### config.mk
export PLATFORM = sky130hd
export DESIGN_NAME = ppo_top
export DESIGN_NICKNAME = d
export VERILOG_FILES = /design/src/ppo_pkg.sv /design/src/ppo_trig_sync.sv /design/src/ppo_top.sv
export SDC_FILE = /design/constraint.sdc
export NUM_CORES = 1
export LEC_CHECK = 0
export BUFFER_PORTS_ARGS = -buffer_cell sky130_fd_sc_hd__buf_2
export CORE_MARGIN = 3
export CORE_UTILIZATION = 45
export CTS_CLUSTER_DIAMETER = 120
export DETAILED_ROUTE_END_ITERATION = 8
export PLACE_DENSITY = 0.69
export SLEW_MARGIN = 20
export SYNTH_ARGS = -nofsm -noshare
export SYNTH_HDL_FRONTEND = slang
export SYNTH_HIERARCHICAL = 1
export SYNTH_SLANG_ARGS = --single-unit
export TNS_END_PERCENT = 50
### constraint.sdc
create_clock -name core_clk -period 3.1 [get_ports core_clk]
set_clock_uncertainty 0.05 [all_clocks]
set_input_delay 0.155 -clock core_clk [delete_from_list [all_inputs] [get_ports core_clk]]
set_output_delay 0.155 -clock core_clk [all_outputs]
set_load 0.05 [all_outputs]
### src/ppo_pkg.sv
// ppo_pkg.sv - register map and constants of the pulse pattern unit
package ppo_pkg;
  // ------------------------------------------------------------------
  // register word offsets (byte addresses)
  // ------------------------------------------------------------------
  localparam logic [4:0] OFS_NDE_HIGH  = 5'h00;
  localparam logic [4:0] OFS_NDE_LOW   = 5'h04;
  localparam logic [4:0] OFS_POD_HIGH  = 5'h08;
  localparam logic [4:0] OFS_POD_LOW   = 5'h0C;
  localparam logic [4:0] OFS_NEXT_HIGH = 5'h10;
  localparam logic [4:0] OFS_NEXT_LOW  = 5'h14;
  localparam logic [4:0] OFS_TRIG_SEL  = 5'h18;

  // ------------------------------------------------------------------
  // reset values and field layout
  // ------------------------------------------------------------------
  localparam logic [7:0] RST_BYTE     = 8'h00;
  localparam logic [7:0] RST_TRIG_SEL = 8'h00;
  localparam int         GROUPS       = 4;
  localparam int         GROUP_BITS   = 4;
  localparam int         TRIG_SRCS    = 4;
  localparam int         TRIG_SEL_W   = 2;
  localparam int         SYNC_STAGES  = 3;

  // ------------------------------------------------------------------
  // bus slave states
  // ------------------------------------------------------------------
  typedef enum logic [1:0] {
    PPO_IDLE = 2'b01,
    PPO_ACK  = 2'b10
  } ppo_bus_state_t;
endpackage

### src/ppo_trig_sync.sv
// ppo_trig_sync.sv - trigger synchroniser with rising edge detect
`timescale 1ns/1ns
`default_nettype none
module ppo_trig_sync
  import ppo_pkg::*;
(
  // clock and reset
  input  wire logic core_clk,
  input  wire logic rstn,
  // asynchronous compare event in, one-cycle pulse out
  input  wire logic async_in,
  output logic      edge_pulse
);
  // ------------------------------------------------------------------
  // three stage synchroniser; only stages two and three are compared
  // ------------------------------------------------------------------
  logic [SYNC_STAGES-1:0] sync;
  logic                   level;
  logic [SYNC_STAGES-1:0] next_sync;
  logic                   next_level;
  logic                   next_edge;

  // a change counts only once stage two and three agree
  always_comb begin
    next_sync  = {sync[SYNC_STAGES-2:0], async_in};
    next_level = level;
    if (sync[1] == sync[2]) begin
      next_level = sync[2];
    end
    next_edge  = next_level & ~level;
  end

  always_ff @(posedge core_clk or negedge rstn) begin
    if (!rstn) begin
      sync       <= '0;
      level      <= 1'b0;
      edge_pulse <= 1'b0;
    end else begin
      sync       <= next_sync;
      level      <= next_level;
      edge_pulse <= next_edge;
    end
  end
endmodule
`default_nettype wire

### src/ppo_top.sv
// ppo_top.sv - pulse pattern output unit with wishbone register slave
//
// Chosen here: the placing of the registers and register access over Wishbone.
`timescale 1ns/1ns
`default_nettype none
module ppo_top
  import ppo_pkg::*;
(
  // clock and reset
  input  wire logic                 core_clk,
  input  wire logic                 rstn,
  // wishbone classic slave
  input  wire logic                 wb_cyc_i,
  input  wire logic                 wb_stb_i,
  input  wire logic                 wb_we_i,
  input  wire logic [4:0]           wb_adr_i,
  input  wire logic [3:0]           wb_sel_i,
  input  wire logic [31:0]          wb_dat_i,
  output logic      [31:0]          wb_dat_o,
  output logic                      wb_ack_o,
  output logic                      wb_err_o,
  // compare events from the timer unit, asynchronous
  input  wire logic [TRIG_SRCS-1:0] timer_compare,
  // pattern pins 15 to 0
  output logic      [15:0]          pattern_pin
);
  // ------------------------------------------------------------------
  // decode helpers
  // ------------------------------------------------------------------
  function automatic logic is_mapped(input logic [4:0] a);
    is_mapped = (a == OFS_NDE_HIGH)  || (a == OFS_NDE_LOW)   ||
                (a == OFS_POD_HIGH)  || (a == OFS_POD_LOW)   ||
                (a == OFS_NEXT_HIGH) || (a == OFS_NEXT_LOW)  ||
                (a == OFS_TRIG_SEL);
  endfunction

  // byte lane zero carries every register
  function automatic logic hit(input logic [4:0] a, input logic [4:0] ofs,
                               input logic we, input logic [3:0] sel);
    hit = we && sel[0] && (a == ofs);
  endfunction

  // ------------------------------------------------------------------
  // state
  // ------------------------------------------------------------------
  ppo_bus_state_t state;
  ppo_bus_state_t next_state;
  logic [15:0]    transfer_enable;
  logic [15:0]    pulse_output_data;
  logic [15:0]    next_value;
  logic [7:0]     trig_sel;
  logic [31:0]    next_dat_o;
  logic           next_err;
  logic [15:0]    next_transfer_enable;
  logic [15:0]    next_pulse_output_data;
  logic [15:0]    next_next_value;
  logic [7:0]     next_trig_sel;
  logic [TRIG_SRCS-1:0] trig_pulse;
  logic [GROUPS-1:0]    group_fire;
  logic                 wr_take;

  // ------------------------------------------------------------------
  // compare event synchronisers
  // ------------------------------------------------------------------
  // timing is borrowed from the timer's compare events, no own base
  genvar gi;
  generate
    for (gi = 0; gi < TRIG_SRCS; gi++) begin : g_sync
      ppo_trig_sync u_sync (
        .core_clk   (core_clk),
        .rstn       (rstn),
        .async_in   (timer_compare[gi]),
        .edge_pulse (trig_pulse[gi])
      );
    end
  endgenerate

  // per group trigger choice, two select bits per group
  generate
    for (gi = 0; gi < GROUPS; gi++) begin : g_fire
      assign group_fire[gi] =
        trig_pulse[trig_sel[gi*TRIG_SEL_W +: TRIG_SEL_W]];
    end
  endgenerate

  // ------------------------------------------------------------------
  // wishbone slave: one wait state, ack for one cycle
  // ------------------------------------------------------------------
  assign wr_take = (state == PPO_IDLE) && wb_cyc_i && wb_stb_i;

  always_comb begin
    next_state = state;
    next_dat_o = wb_dat_o;
    next_err   = 1'b0;
    case (state)
      PPO_IDLE: begin
        if (wb_cyc_i && wb_stb_i) begin
          next_state = PPO_ACK;
          next_err   = ~is_mapped(wb_adr_i);
          next_dat_o = 32'h0000_0000;
          case (wb_adr_i)
            OFS_NDE_HIGH:  next_dat_o[7:0] = transfer_enable[15:8];
            OFS_NDE_LOW:   next_dat_o[7:0] = transfer_enable[7:0];
            OFS_POD_HIGH:  next_dat_o[7:0] = pulse_output_data[15:8];
            OFS_POD_LOW:   next_dat_o[7:0] = pulse_output_data[7:0];
            OFS_NEXT_HIGH: next_dat_o[7:0] = next_value[15:8];
            OFS_NEXT_LOW:  next_dat_o[7:0] = next_value[7:0];
            OFS_TRIG_SEL:  next_dat_o[7:0] = trig_sel;
            default:       next_dat_o      = 32'h0000_0000;
          endcase
        end
      end
      PPO_ACK: begin
        next_state = PPO_IDLE;
      end
      default: begin
        next_state = PPO_IDLE;
      end
    endcase
  end

  // ------------------------------------------------------------------
  // register writes and pattern transfer
  // ------------------------------------------------------------------
  // writes land at the request edge; ack rises at that same edge
  always_comb begin
    next_transfer_enable   = transfer_enable;
    next_next_value        = next_value;
    next_trig_sel          = trig_sel;
    next_pulse_output_data = pulse_output_data;
    if (wr_take && hit(wb_adr_i, OFS_NDE_HIGH, wb_we_i, wb_sel_i)) begin
      next_transfer_enable[15:8] = wb_dat_i[7:0];
    end
    if (wr_take && hit(wb_adr_i, OFS_NDE_LOW, wb_we_i, wb_sel_i)) begin
      next_transfer_enable[7:0] = wb_dat_i[7:0];
    end
    if (wr_take && hit(wb_adr_i, OFS_NEXT_HIGH, wb_we_i, wb_sel_i)) begin
      next_next_value[15:8] = wb_dat_i[7:0];
    end
    if (wr_take && hit(wb_adr_i, OFS_NEXT_LOW, wb_we_i, wb_sel_i)) begin
      next_next_value[7:0] = wb_dat_i[7:0];
    end
    if (wr_take && hit(wb_adr_i, OFS_TRIG_SEL, wb_we_i, wb_sel_i)) begin
      next_trig_sel = wb_dat_i[7:0];
    end
    // software may only touch bits whose transfer is off
    if (wr_take && hit(wb_adr_i, OFS_POD_HIGH, wb_we_i, wb_sel_i)) begin
      next_pulse_output_data[15:8] =
        (pulse_output_data[15:8] & transfer_enable[15:8]) |
        (wb_dat_i[7:0] & ~transfer_enable[15:8]);
    end
    if (wr_take && hit(wb_adr_i, OFS_POD_LOW, wb_we_i, wb_sel_i)) begin
      next_pulse_output_data[7:0] =
        (pulse_output_data[7:0] & transfer_enable[7:0]) |
        (wb_dat_i[7:0] & ~transfer_enable[7:0]);
    end
    // trigger copy; enabled bits are never written above, so no clash
    for (int g = 0; g < GROUPS; g++) begin
      for (int b = 0; b < GROUP_BITS; b++) begin
        if (group_fire[g] && transfer_enable[g*GROUP_BITS+b]) begin
          next_pulse_output_data[g*GROUP_BITS+b] =
            next_value[g*GROUP_BITS+b];
        end
      end
    end
    // bits with enable 0 simply keep their value here
  end

  always_ff @(posedge core_clk or negedge rstn) begin
    if (!rstn) begin
      state             <= PPO_IDLE;
      wb_dat_o          <= 32'h0000_0000;
      wb_ack_o          <= 1'b0;
      wb_err_o          <= 1'b0;
      transfer_enable   <= {RST_BYTE, RST_BYTE};
      pulse_output_data <= {RST_BYTE, RST_BYTE};
      next_value        <= {RST_BYTE, RST_BYTE};
      trig_sel          <= RST_TRIG_SEL;
      pattern_pin       <= 16'h0000;
    end else begin
      state             <= next_state;
      wb_dat_o          <= next_dat_o;
      wb_ack_o          <= (next_state == PPO_ACK) && !next_err;
      wb_err_o          <= (next_state == PPO_ACK) && next_err;
      transfer_enable   <= next_transfer_enable;
      pulse_output_data <= next_pulse_output_data;
      next_value        <= next_next_value;
      trig_sel          <= next_trig_sel;
      pattern_pin       <= next_pulse_output_data;
    end
  end
endmodule
`default_nettype wire

# Word level (Yosys, flattened, before mapping)
# Index checks and enable logic that the tools add are counted.
# totals
ff_bits	88
out_inout_bits	50
# classes
n_lt_le_gt_ge	4
eq_ne	12
mux	35
n_bitwise	17
n_reduce_logical	61
# op_table
operator	n
one-hot mux 8 bit (7 select lines)	1
logical AND 1 bit	36
AND 8 bit	4
nonzero test 2 bit	16
two-way mux 1 bit	26
two-way mux 8 bit	2
NOT 8 bit	2
bitwise OR 8 bit	2
equality test 5 bit, second input constant	3
less-than comparator 2 x 3 -> 1 bit, second input constant	4
equality test 5 x 4 -> 1 bit, second input constant	2
binary-select mux 1 bit (select 2 bit)	4
logical OR 1 bit	6
equality test 5 x 3 -> 1 bit, second input constant	1
logical NOT 5 bit	1
NOT 1 bit	5
AND 1 bit	4
equality test 1 bit	4
two-way mux 2 bit	2
equality test 2 x 1 -> 1 bit, second input constant	1
equality test 2 bit, second input constant	1
AND reduction 2 bit	1
logical NOT 1 bit	1

# Logic depth before layout (Yosys ltp)
# Gate-level depths: netlist of the first run.
# depth
word_depth	12
ltp_mapped	6
mapped_depth_nobuf	5

# Hierarchy
# The synthesis of the first run kept the hierarchy.
# by_module_without_submodules
mod	instances	cells_per_inst	area_each_um2	seq_area_each_um2
ppo_top	1	291	3671.0	1702.9
ppo_trig_sync	4	7	146.4	125.1

# Worst setup path before layout of the first run
# OpenSTA, ideal clock, no wires.
# synth_path
kind	register -> register
from	register state[0]
to	register trig_sel[0]
setup_ps	125
t_arrival_ps	1785
t_required_ps	2925
slack_ps	1140
path_stages_with_launch	6
n_path_buf	1
period_less_slack_ps	1960
cell_sequence	dfstp_2 > and4b_1 > buf_2 > nand3_2 > nor3_2 > mux2_2
# synth_via
elab_chain_len	4
# synth_lines
element	line_no	source
start, declared	ppo_top.sv:46	ppo_bus_state_t state;
start signal, assigned	ppo_top.sv:181	state <= next_state;
equality test 2 x 1 -> 1 bit	ppo_top.sv:89	assign wr_take = (state == PPO_IDLE) && wb_cyc_i && wb_stb_i;
logical AND 1 bit (2 in a row)	ppo_top.sv:89	
logical AND 1 bit	ppo_top.sv:143	if (wr_take && hit(wb_adr_i, OFS_TRIG_SEL, wb_we_i, wb_sel_i)) begin
end signal, assigned	ppo_top.sv:188	trig_sel <= next_trig_sel;
end, declared	ppo_top.sv:51	logic [7:0] trig_sel;
# Every way passes these cells.
# A chain may end at the register's enable or synchronous reset.

==> summary.md, run 1 <==
| Metric | Value |
|---|---|
| Final Non-Filler Cells | between 400 and 500 |
| Measured slew at the worst slew-check pin | 814 ps |
| Worst IR Drop VDD | ~0.26 mV |
| Endpoints failing setup | 0 |
| Fill count | 790 |
| CTS Buffer Depth | 2 |
| Final Max Slew Viols | 0 |
| Gr busiest metal | met2 |
| Critical path class | reg -> reg |
| GRT Total Usage | around 18% |
| Layout cell share with drive strength beyond 1 | 35.3% |
| Crit path time final | roughly 2400 ps |
| Max Fanout on Critical Path | 13 |
| IO buf count | 48 |
| Initial antenna violation count | 0 |
| Core footprint | between 0.008 and 0.009 mm² |
| # IOs | 100 |
| Met1 GRT Util | 24.9% |
| Post-synth cell types | 35 |
| Pwr dens | approximately 500 mW/mm² |
| Maxcap violations | 0 |
| DR pass1 iterations | 4 |
| Setup crit start kind | register |
| Vias | roughly 2700 |
| Avg Inst Size Synth | ~13 µm² |
| Status | finished clean |
| Total negative setup slack | 0 ps |
| # diodes | 0 |
| Area Growth Syn to Fin | 12.5% |
| Met2 global-route usage | about 28% |
| Post_cts resized | 0 |
| Worst skew pair latency | between 300 and 400 ps |
| Commonest cells after routing, fill and taps aside | dfrtp_1 (87), mux2i_1 (63), buf_2 (47), mux2_2 (41), conb_1 (24) |
| Seq cells post-synth | between 80 and 90 |
| Via density | 5.55 |
| Fmax | about 420 MHz |
| DP HPWL | about 6.2 mm |
| Slew HR | about 46% |
| Largest net degree at the start of global routing | 89 |
| Remaining antenna violation count | 0 |
| Effective utilization at floorplan | between 40% and 50% |
| Final WL | approximately 9.0 mm |
| Final Hold Viols | 0 |
| Cells after DPL | 470 |
| Critical path required time | around 3300 ps |
| Gr ovfl total | 0 |
| RSZ-0062 raised after global routing | no |
| GPL Wtd Cong | about 0.78 |
| DIE WIDTH | just over 100 µm |
| Root Driver | clkbuf_8 |
| First-pass GRT wire length | about 14 mm |
| Multi-input gate area | 0.00190 mm² |
| Critical Path AT | 2580 ps |
| Worst-path clk slew | 80 ps |
| Post-CTS Setup Bufs | 0 |
| DR iter-0 viols | about 120 |
| Commonest non-fill, non-tap cell in the layout | dfrtp_1 |
| Die Ht | around 100 µm |
| DIE AREA | about 0.011 mm² |
| Rows | 34 |
| Seq/Total Area, Yosys | ~52% |
| CTS tree | built |
| Routed WL per cell | 18.4 µm |
| Pleak | 2.20 nW |
| CP endpoint kind | register |
| Synthesized cell area | 0.00426 mm² |
| CTS buffer count | 9 |
| Storage cell area | 0.00220 mm² |
| Crit share post-route | 77.5% |
| Met3 GRT Util | under 10% |
| Drt drc | 0 |
| Final #Nets | ~430 |
| H-tree levels | 3 |
| YS warnings | 6 |
| Mapped Cells | approximately 320 |
| Vias in the first global route | around 2700 |
| Sink Count | a little under 90 |
| Worst hold path type | in -> reg |
[cells by family (layout without fill, tap and decap cells)]
logic type,Yosys count,count (layout),synth area share (%)
DFF,88,88,51.8
other,1,24,0.0881
AOI/OAI and AO/OA,40,40,6.44
and+or+nand+nor,38,38,7.14
adders and majority gates,4,4,1.06
muxes,108,108,27.8
buffers and inverters,40,80,5.73
[worst paths after layout]
kind                                           from                  endpoint  slack (ps)  cells after the start
max                                        state[0]                  register         700                      6
min                                     wb_adr_i[0]                  wb_err_o          50                      3
max reg2reg                                state[0]                  register         700                      6
min reg2reg                g_sync[2].u_sync/sync[0]  g_sync[2].u_sync/sync[1]         300                      0
max in group asynchronous                      rstn               trig_sel[6]        2060                      2
min in group asynchronous                      rstn                 async pin         340                      2
[cell type report]
| type | count | area share [%] |
|---|---|---|
| timing repair buffer | 60 | 7.29 |
| clock inverter | 3 | 0.888 |
| tap | 108 | 2.82 |
| inverter | 5 | 0.392 |
| sequential | 88 | 46.0 |
| clock buffer | 12 | 3.03 |
| multi-input combinational | 214 | 39.6 |
[synthesized netlist by cell type]
cell type | number | share of area, %
buf_2 | 3 | 0.35
maj3_2 | 4 | 1.1
inv_2 | 1 | 0.088
clkinv_1 | 1 | 0.088
o2bb2ai_1 | 7 | 1.4
nor4_4 | 2 | 1.0
and3b_2 | 4 | 0.94
a311oi_1 | 1 | 0.21
dfrtp_1 | 87 | 51
a32oi_1 | 1 | 0.21
conb_1 | 1 | 0.088
nor2b_1 | 1 | 0.15
o32ai_1 | 1 | 0.21
o22ai_1 | 1 | 0.15
nand2b_1 | 3 | 0.44
clkbuf_1 | 8 | 0.71
nor2_1 | 4 | 0.35
nand3b_1 | 7 | 1.2
nor3_2 | 5 | 1.2
and4b_1 | 1 | 0.24
a22oi_1 | 14 | 2.5
nand3_2 | 1 | 0.24
mux4_2 | 4 | 2.1
or2_1 | 1 | 0.15
and2_2 | 1 | 0.18
mux2_2 | 41 | 11
and3_2 | 1 | 0.18
dfstp_2 | 1 | 0.62
buf_4 | 24 | 4.2
or3_2 | 1 | 0.18
inv_1 | 3 | 0.26
nand2_1 | 5 | 0.44
o21ai_0 | 15 | 1.8
mux2i_1 | 63 | 15
or3b_4 | 1 | 0.26
[worst max-delay path, stage by stage, from the launching register on]
cell	delay, ps
dfstp_2	510
and4b_1	310
inv_2	190
nor4_4	650
buf_4	280
mux2i_1	190
mux2i_1	90
[metrics by stage]
stage / hold slack [ps] / cell area, µm² / worst slack (ps) / utilization, % / power [mW]
6_report: 51.1 / 4790 / 699 / 53.6 / 2.41
5_1_grt: 61.8 / 4790 / 589 / 53.6 / 2.53
4_1_cts: 30.6 / 4790 / 702 / 53.6 / 2.44
3_5_place_dp: 214 / 4550 / 716 / 50.9 / 1.66
3_3_place_gp: 212 / 4550 / 749 / 50.9 / 1.65
2_1_floorplan: -191 / 4340 / 1140 / - / 1.57
[metal layers]
layer	vias up	wire, µm
li1	1247	-
met1	1375	4190
met4	0	113
met2	83	4220
met5	-	0
met3	13	501
[power breakdown]
group | leakage [nW] | internal, mW | total (mW) | switching [mW]
sequential | 1.17 | 1.21 | 1.26 | 0.0493
combinational | 0.934 | 0.110 | 0.379 | 0.269
clock | 0.0925 | 0.390 | 0.773 | 0.383
[what timing repair did]
action,4_1_cts,5_1_grt
endpoints found under the setup margin,0,0
hold buffers,5,0
endpoints found under the hold margin,8,0
(Power assumes the default switching activity.)
==> run 2: changes to the inputs <==
--- a/config.mk
+++ b/config.mk
@@ -5,12 +5,13 @@
 export SDC_FILE = /design/constraint.sdc
 export NUM_CORES = 1
 export LEC_CHECK = 0
+export ABC_AREA = 1
 export BUFFER_PORTS_ARGS = -buffer_cell sky130_fd_sc_hd__buf_2
 export CORE_MARGIN = 3
 export CORE_UTILIZATION = 45
 export CTS_CLUSTER_DIAMETER = 120
 export DETAILED_ROUTE_END_ITERATION = 8
-export PLACE_DENSITY = 0.69
+export PLACE_DENSITY = 0.68
 export SLEW_MARGIN = 20
 export SYNTH_ARGS = -nofsm -noshare
 export SYNTH_HDL_FRONTEND = slang
==> constraint.sdc (replaced) <==
create_clock -name core_clk -period 2.5 [get_ports core_clk]
set_clock_uncertainty 0.05 [all_clocks]
set_input_delay 0.125 -clock core_clk [delete_from_list [all_inputs] [get_ports core_clk]]
set_output_delay 0.125 -clock core_clk [all_outputs]
set_load 0.05 [all_outputs]
==> run 2 against run 1 <==
  * Final area grew 7.4%
  * Largest power group unchanged
  * Fmax grew 24%
  * Synthesized cell count grew 87%
  * Clock power grew 38%
  * Highest routed layer unchanged
  * Via count grew 51%
  * Critical path depth is the same
  * Synthesized area grew 8.6%
  * Largest cell class unchanged
  * Global-route usage grew 2.6 points
  * Sequential share of layout area shrank 3.2 points
==> summary.md, run 2 <==
| Metric | Value |
|---|---|
| Status | finished clean |
| Core footprint | 0.00986 mm² (+10%) |
| DR pass1 iterations | 7 (+3) |
| Worst-path clk slew | 90 ps (about the same) |
| Worst skew pair latency | 370 ps (+20 ps) |
| Post_cts resized | 0 (unchanged) |
| Worst IR Drop VDD | 0.292 mV (+11%) |
| IO buf count | 48 (unchanged) |
| Maxcap violations | 0 (unchanged) |
| Commonest cells after routing, fill and taps aside | nand2_1 (203), dfrtp_1 (87), nand4_1 (61), buf_2 (47), inv_1 (45) |
| Fmax | 515 MHz (+24%) |
| Dominant cell type by area after synthesis | dfrtp_1 |
| Synthesized cell area | 0.00462 mm² (+8.6%) |
| Crit share post-route | 77.7% (+0.25 points) |
| DIE AREA | 0.0115 mm² (+8.1%) |
| CP endpoint kind | register |
| Initial antenna violation count | 0 (unchanged) |
| Avg Inst Size Synth | 7.74 µm² (-42%) |
| Setup crit start kind | register |
| Remaining antenna violation count | 0 (unchanged) |
| Crit path time final | 1940 ps (-458 ps) |
| Seq/Total Area, Yosys | 47.7% (-4.1 points) |
| Synth cell count leaders | nand2_1 (203), dfrtp_1 (87), nand4_1 (61) |
| Final WL | 11.2 mm (+24%) |
| Post-CTS Setup Bufs | 0 (unchanged) |
| Commonest non-fill, non-tap cell in the layout | nand2_1 |
| GPL Wtd Cong | 0.897 (+15%) |
| CTS Buffer Depth | 2 (unchanged) |
| Final Max Slew Viols | 0 (unchanged) |
| Pwr dens | 674 mW/mm² (+34%) |
| Area Growth Syn to Fin | 11.3% |
| # IOs | 100 (unchanged) |
| Seq cells post-synth | 88 (unchanged) |
| DP HPWL | 8.00 mm (+28%) |
| RSZ-0062 raised after global routing | no |
| Post-synth cell types | 25 (-29%) |
| CTS tree | built |
| Effective utilization at floorplan | 46.9% (-0.78 points) |
| Sink Count | 88 (unchanged) |
| YS warnings | 6 (unchanged) |
| DIE WIDTH | 107 µm (+4.0%) |
| Measured slew at the worst slew-check pin | 781 ps (-32.5 ps) |
| Number of flops mapped to enable cells by yosys | 0 (unchanged) |
| DR iter-0 viols | 339 (+180%) |
| Vias | 4112 (+51%) |
| Final WS setup | 557 ps (-142 ps) |
| Largest net degree at the start of global routing | 60 (-33%) |
| Top cells by area, synth | dfrtp_1 (47%), nand2_1 (16%), nand4_1 (8.3%) |
| Max Fanout on Critical Path | 16 (+3) |
| Vias in the first global route | 3905 (+46%) |
| Critical path class | reg -> reg |
| Most instantiated library cell after synthesis | nand2_1 |
| Die Ht | 107 µm (+4.0%) |
| Pre-CTS setup slack | 570 ps (-146 ps) |
| H-tree levels | 3 (unchanged) |
| Endpoints failing setup | 0 (unchanged) |
| CTS buffer count | 9 (unchanged) |
| Gr ovfl total | 0 (unchanged) |
| Root Driver | clkbuf_8 |
| First-pass GRT wire length | 18.9 mm (+32%) |
| Total negative setup slack | 0 ps (unchanged) |
| Final #Nets | 694 (+62%) |
| Critical path required time | 2680 ps (-600 ps) |
| GRT Total Usage | 20.6% (+2.6 points) |
| Hold_buf cts | 5 (unchanged) |
| Slew HR | 47.9% (+2.2 points) |
| Drt drc | 0 (unchanged) |
| Routed WL per cell | 14.4 µm (-22%) |
| Share of flip-flops with an asynchronous set or reset | 100% (unchanged) |
| # diodes | 0 (unchanged) |
| Worst hold path type | in -> reg |
| Critical Path AT | 2120 ps (-460 ps) |
| Mapped Cells | 597 (+87%) |
| Via density | 5.27 (-5.0%) |
| Final Hold Viols | 0 (unchanged) |
| Synth top area share | 47.1% (-4.1 points) |
| Pleak | 2.58 nW (+17%) |
| Ys flop type | dfrtp_1 |
| Layout cell share with drive strength beyond 1 | 14.4% (-21 points) |
| Rows | 36 (+5.9%) |
run 2: cell type report:
type / count / area (µm²)
sequential: 88 / 2200
inverter: 50 / 188
multi-input combinational: 434 / 2010
tap: 133 / 166
clock buffer: 11 / 141
timing repair buffer: 61 / 365
fill: 975 / 4720
clock inverter: 3 / 67.6
run 2: cell families (layout without fill, tap and decap cells):
| kind of cell | after synthesis | after routing | synth area share (%) |
|---|---|---|---|
| AO/OA/AOI/OAI | 60 | 60 | 7.20 |
| buffers and inverters | 98 | 125 | 10.8 |
| flip-flops | 88 | 88 | 47.7 |
| other | 1 | 24 | 0.0811 |
| AND/OR/NAND/NOR | 350 | 350 | 34.3 |
run 2: critical path, stage by stage (launching register included):
cell and delay (ps):
dfstp_2 540, nand2_1 50, nor2_1 120, nand2_1 230, or2_1 560, nand2_1 190, o21ai_2 70
run 2: report_power, final:
group,internal [mW],total [mW],switching [mW],leakage [nW]
logic,0.165,0.746,0.580,1.35
clock network,0.580,1.07,0.488,0.101
registers,1.54,1.65,0.112,1.13
total,2.29,3.47,1.18,2.58
run 2: worst paths after layout:
check                                         start                  endpoint  slack (ps)  depth (start not counted)
setup / recovery                           state[0]        transfer_enable[0]         560                          6
hold / removal                          wb_dat_i[4]        transfer_enable[4]          80                          3
setup reg to reg                           state[0]        transfer_enable[0]         560                          6
hold reg to reg            g_sync[3].u_sync/sync[0]  g_sync[3].u_sync/sync[1]         300                          0
max in group asynchronous                      rstn                 async pin        1440                          3
min in group asynchronous                      rstn                 async pin         330                          2
run 2: metal layers:
layer,track usage (%),part of all wire [%]
met5,0,0
met3,4.08,5.9
met1,27.6,44
met2,33.6,47
met4,7.12,2.3
run 2: per-stage QoR:
| stage | total power, mW | hold slack (ps) | util [%] | area (µm²) | instances |
|---|---|---|---|---|---|
| after floorplan | 2.23 | -221 | - | 4710 | 620 |
| after global placement | 2.41 | 184 | 49.5 | 4890 | 761 |
| after detailed placement | 2.42 | 184 | 49.5 | 4890 | 761 |
| after CTS | 3.49 | 86.9 | 52.2 | 5140 | 780 |
| after global routing | 3.63 | 102 | 52.2 | 5140 | 780 |
| final | 3.47 | 84.8 | 52.2 | 5140 | 780 |
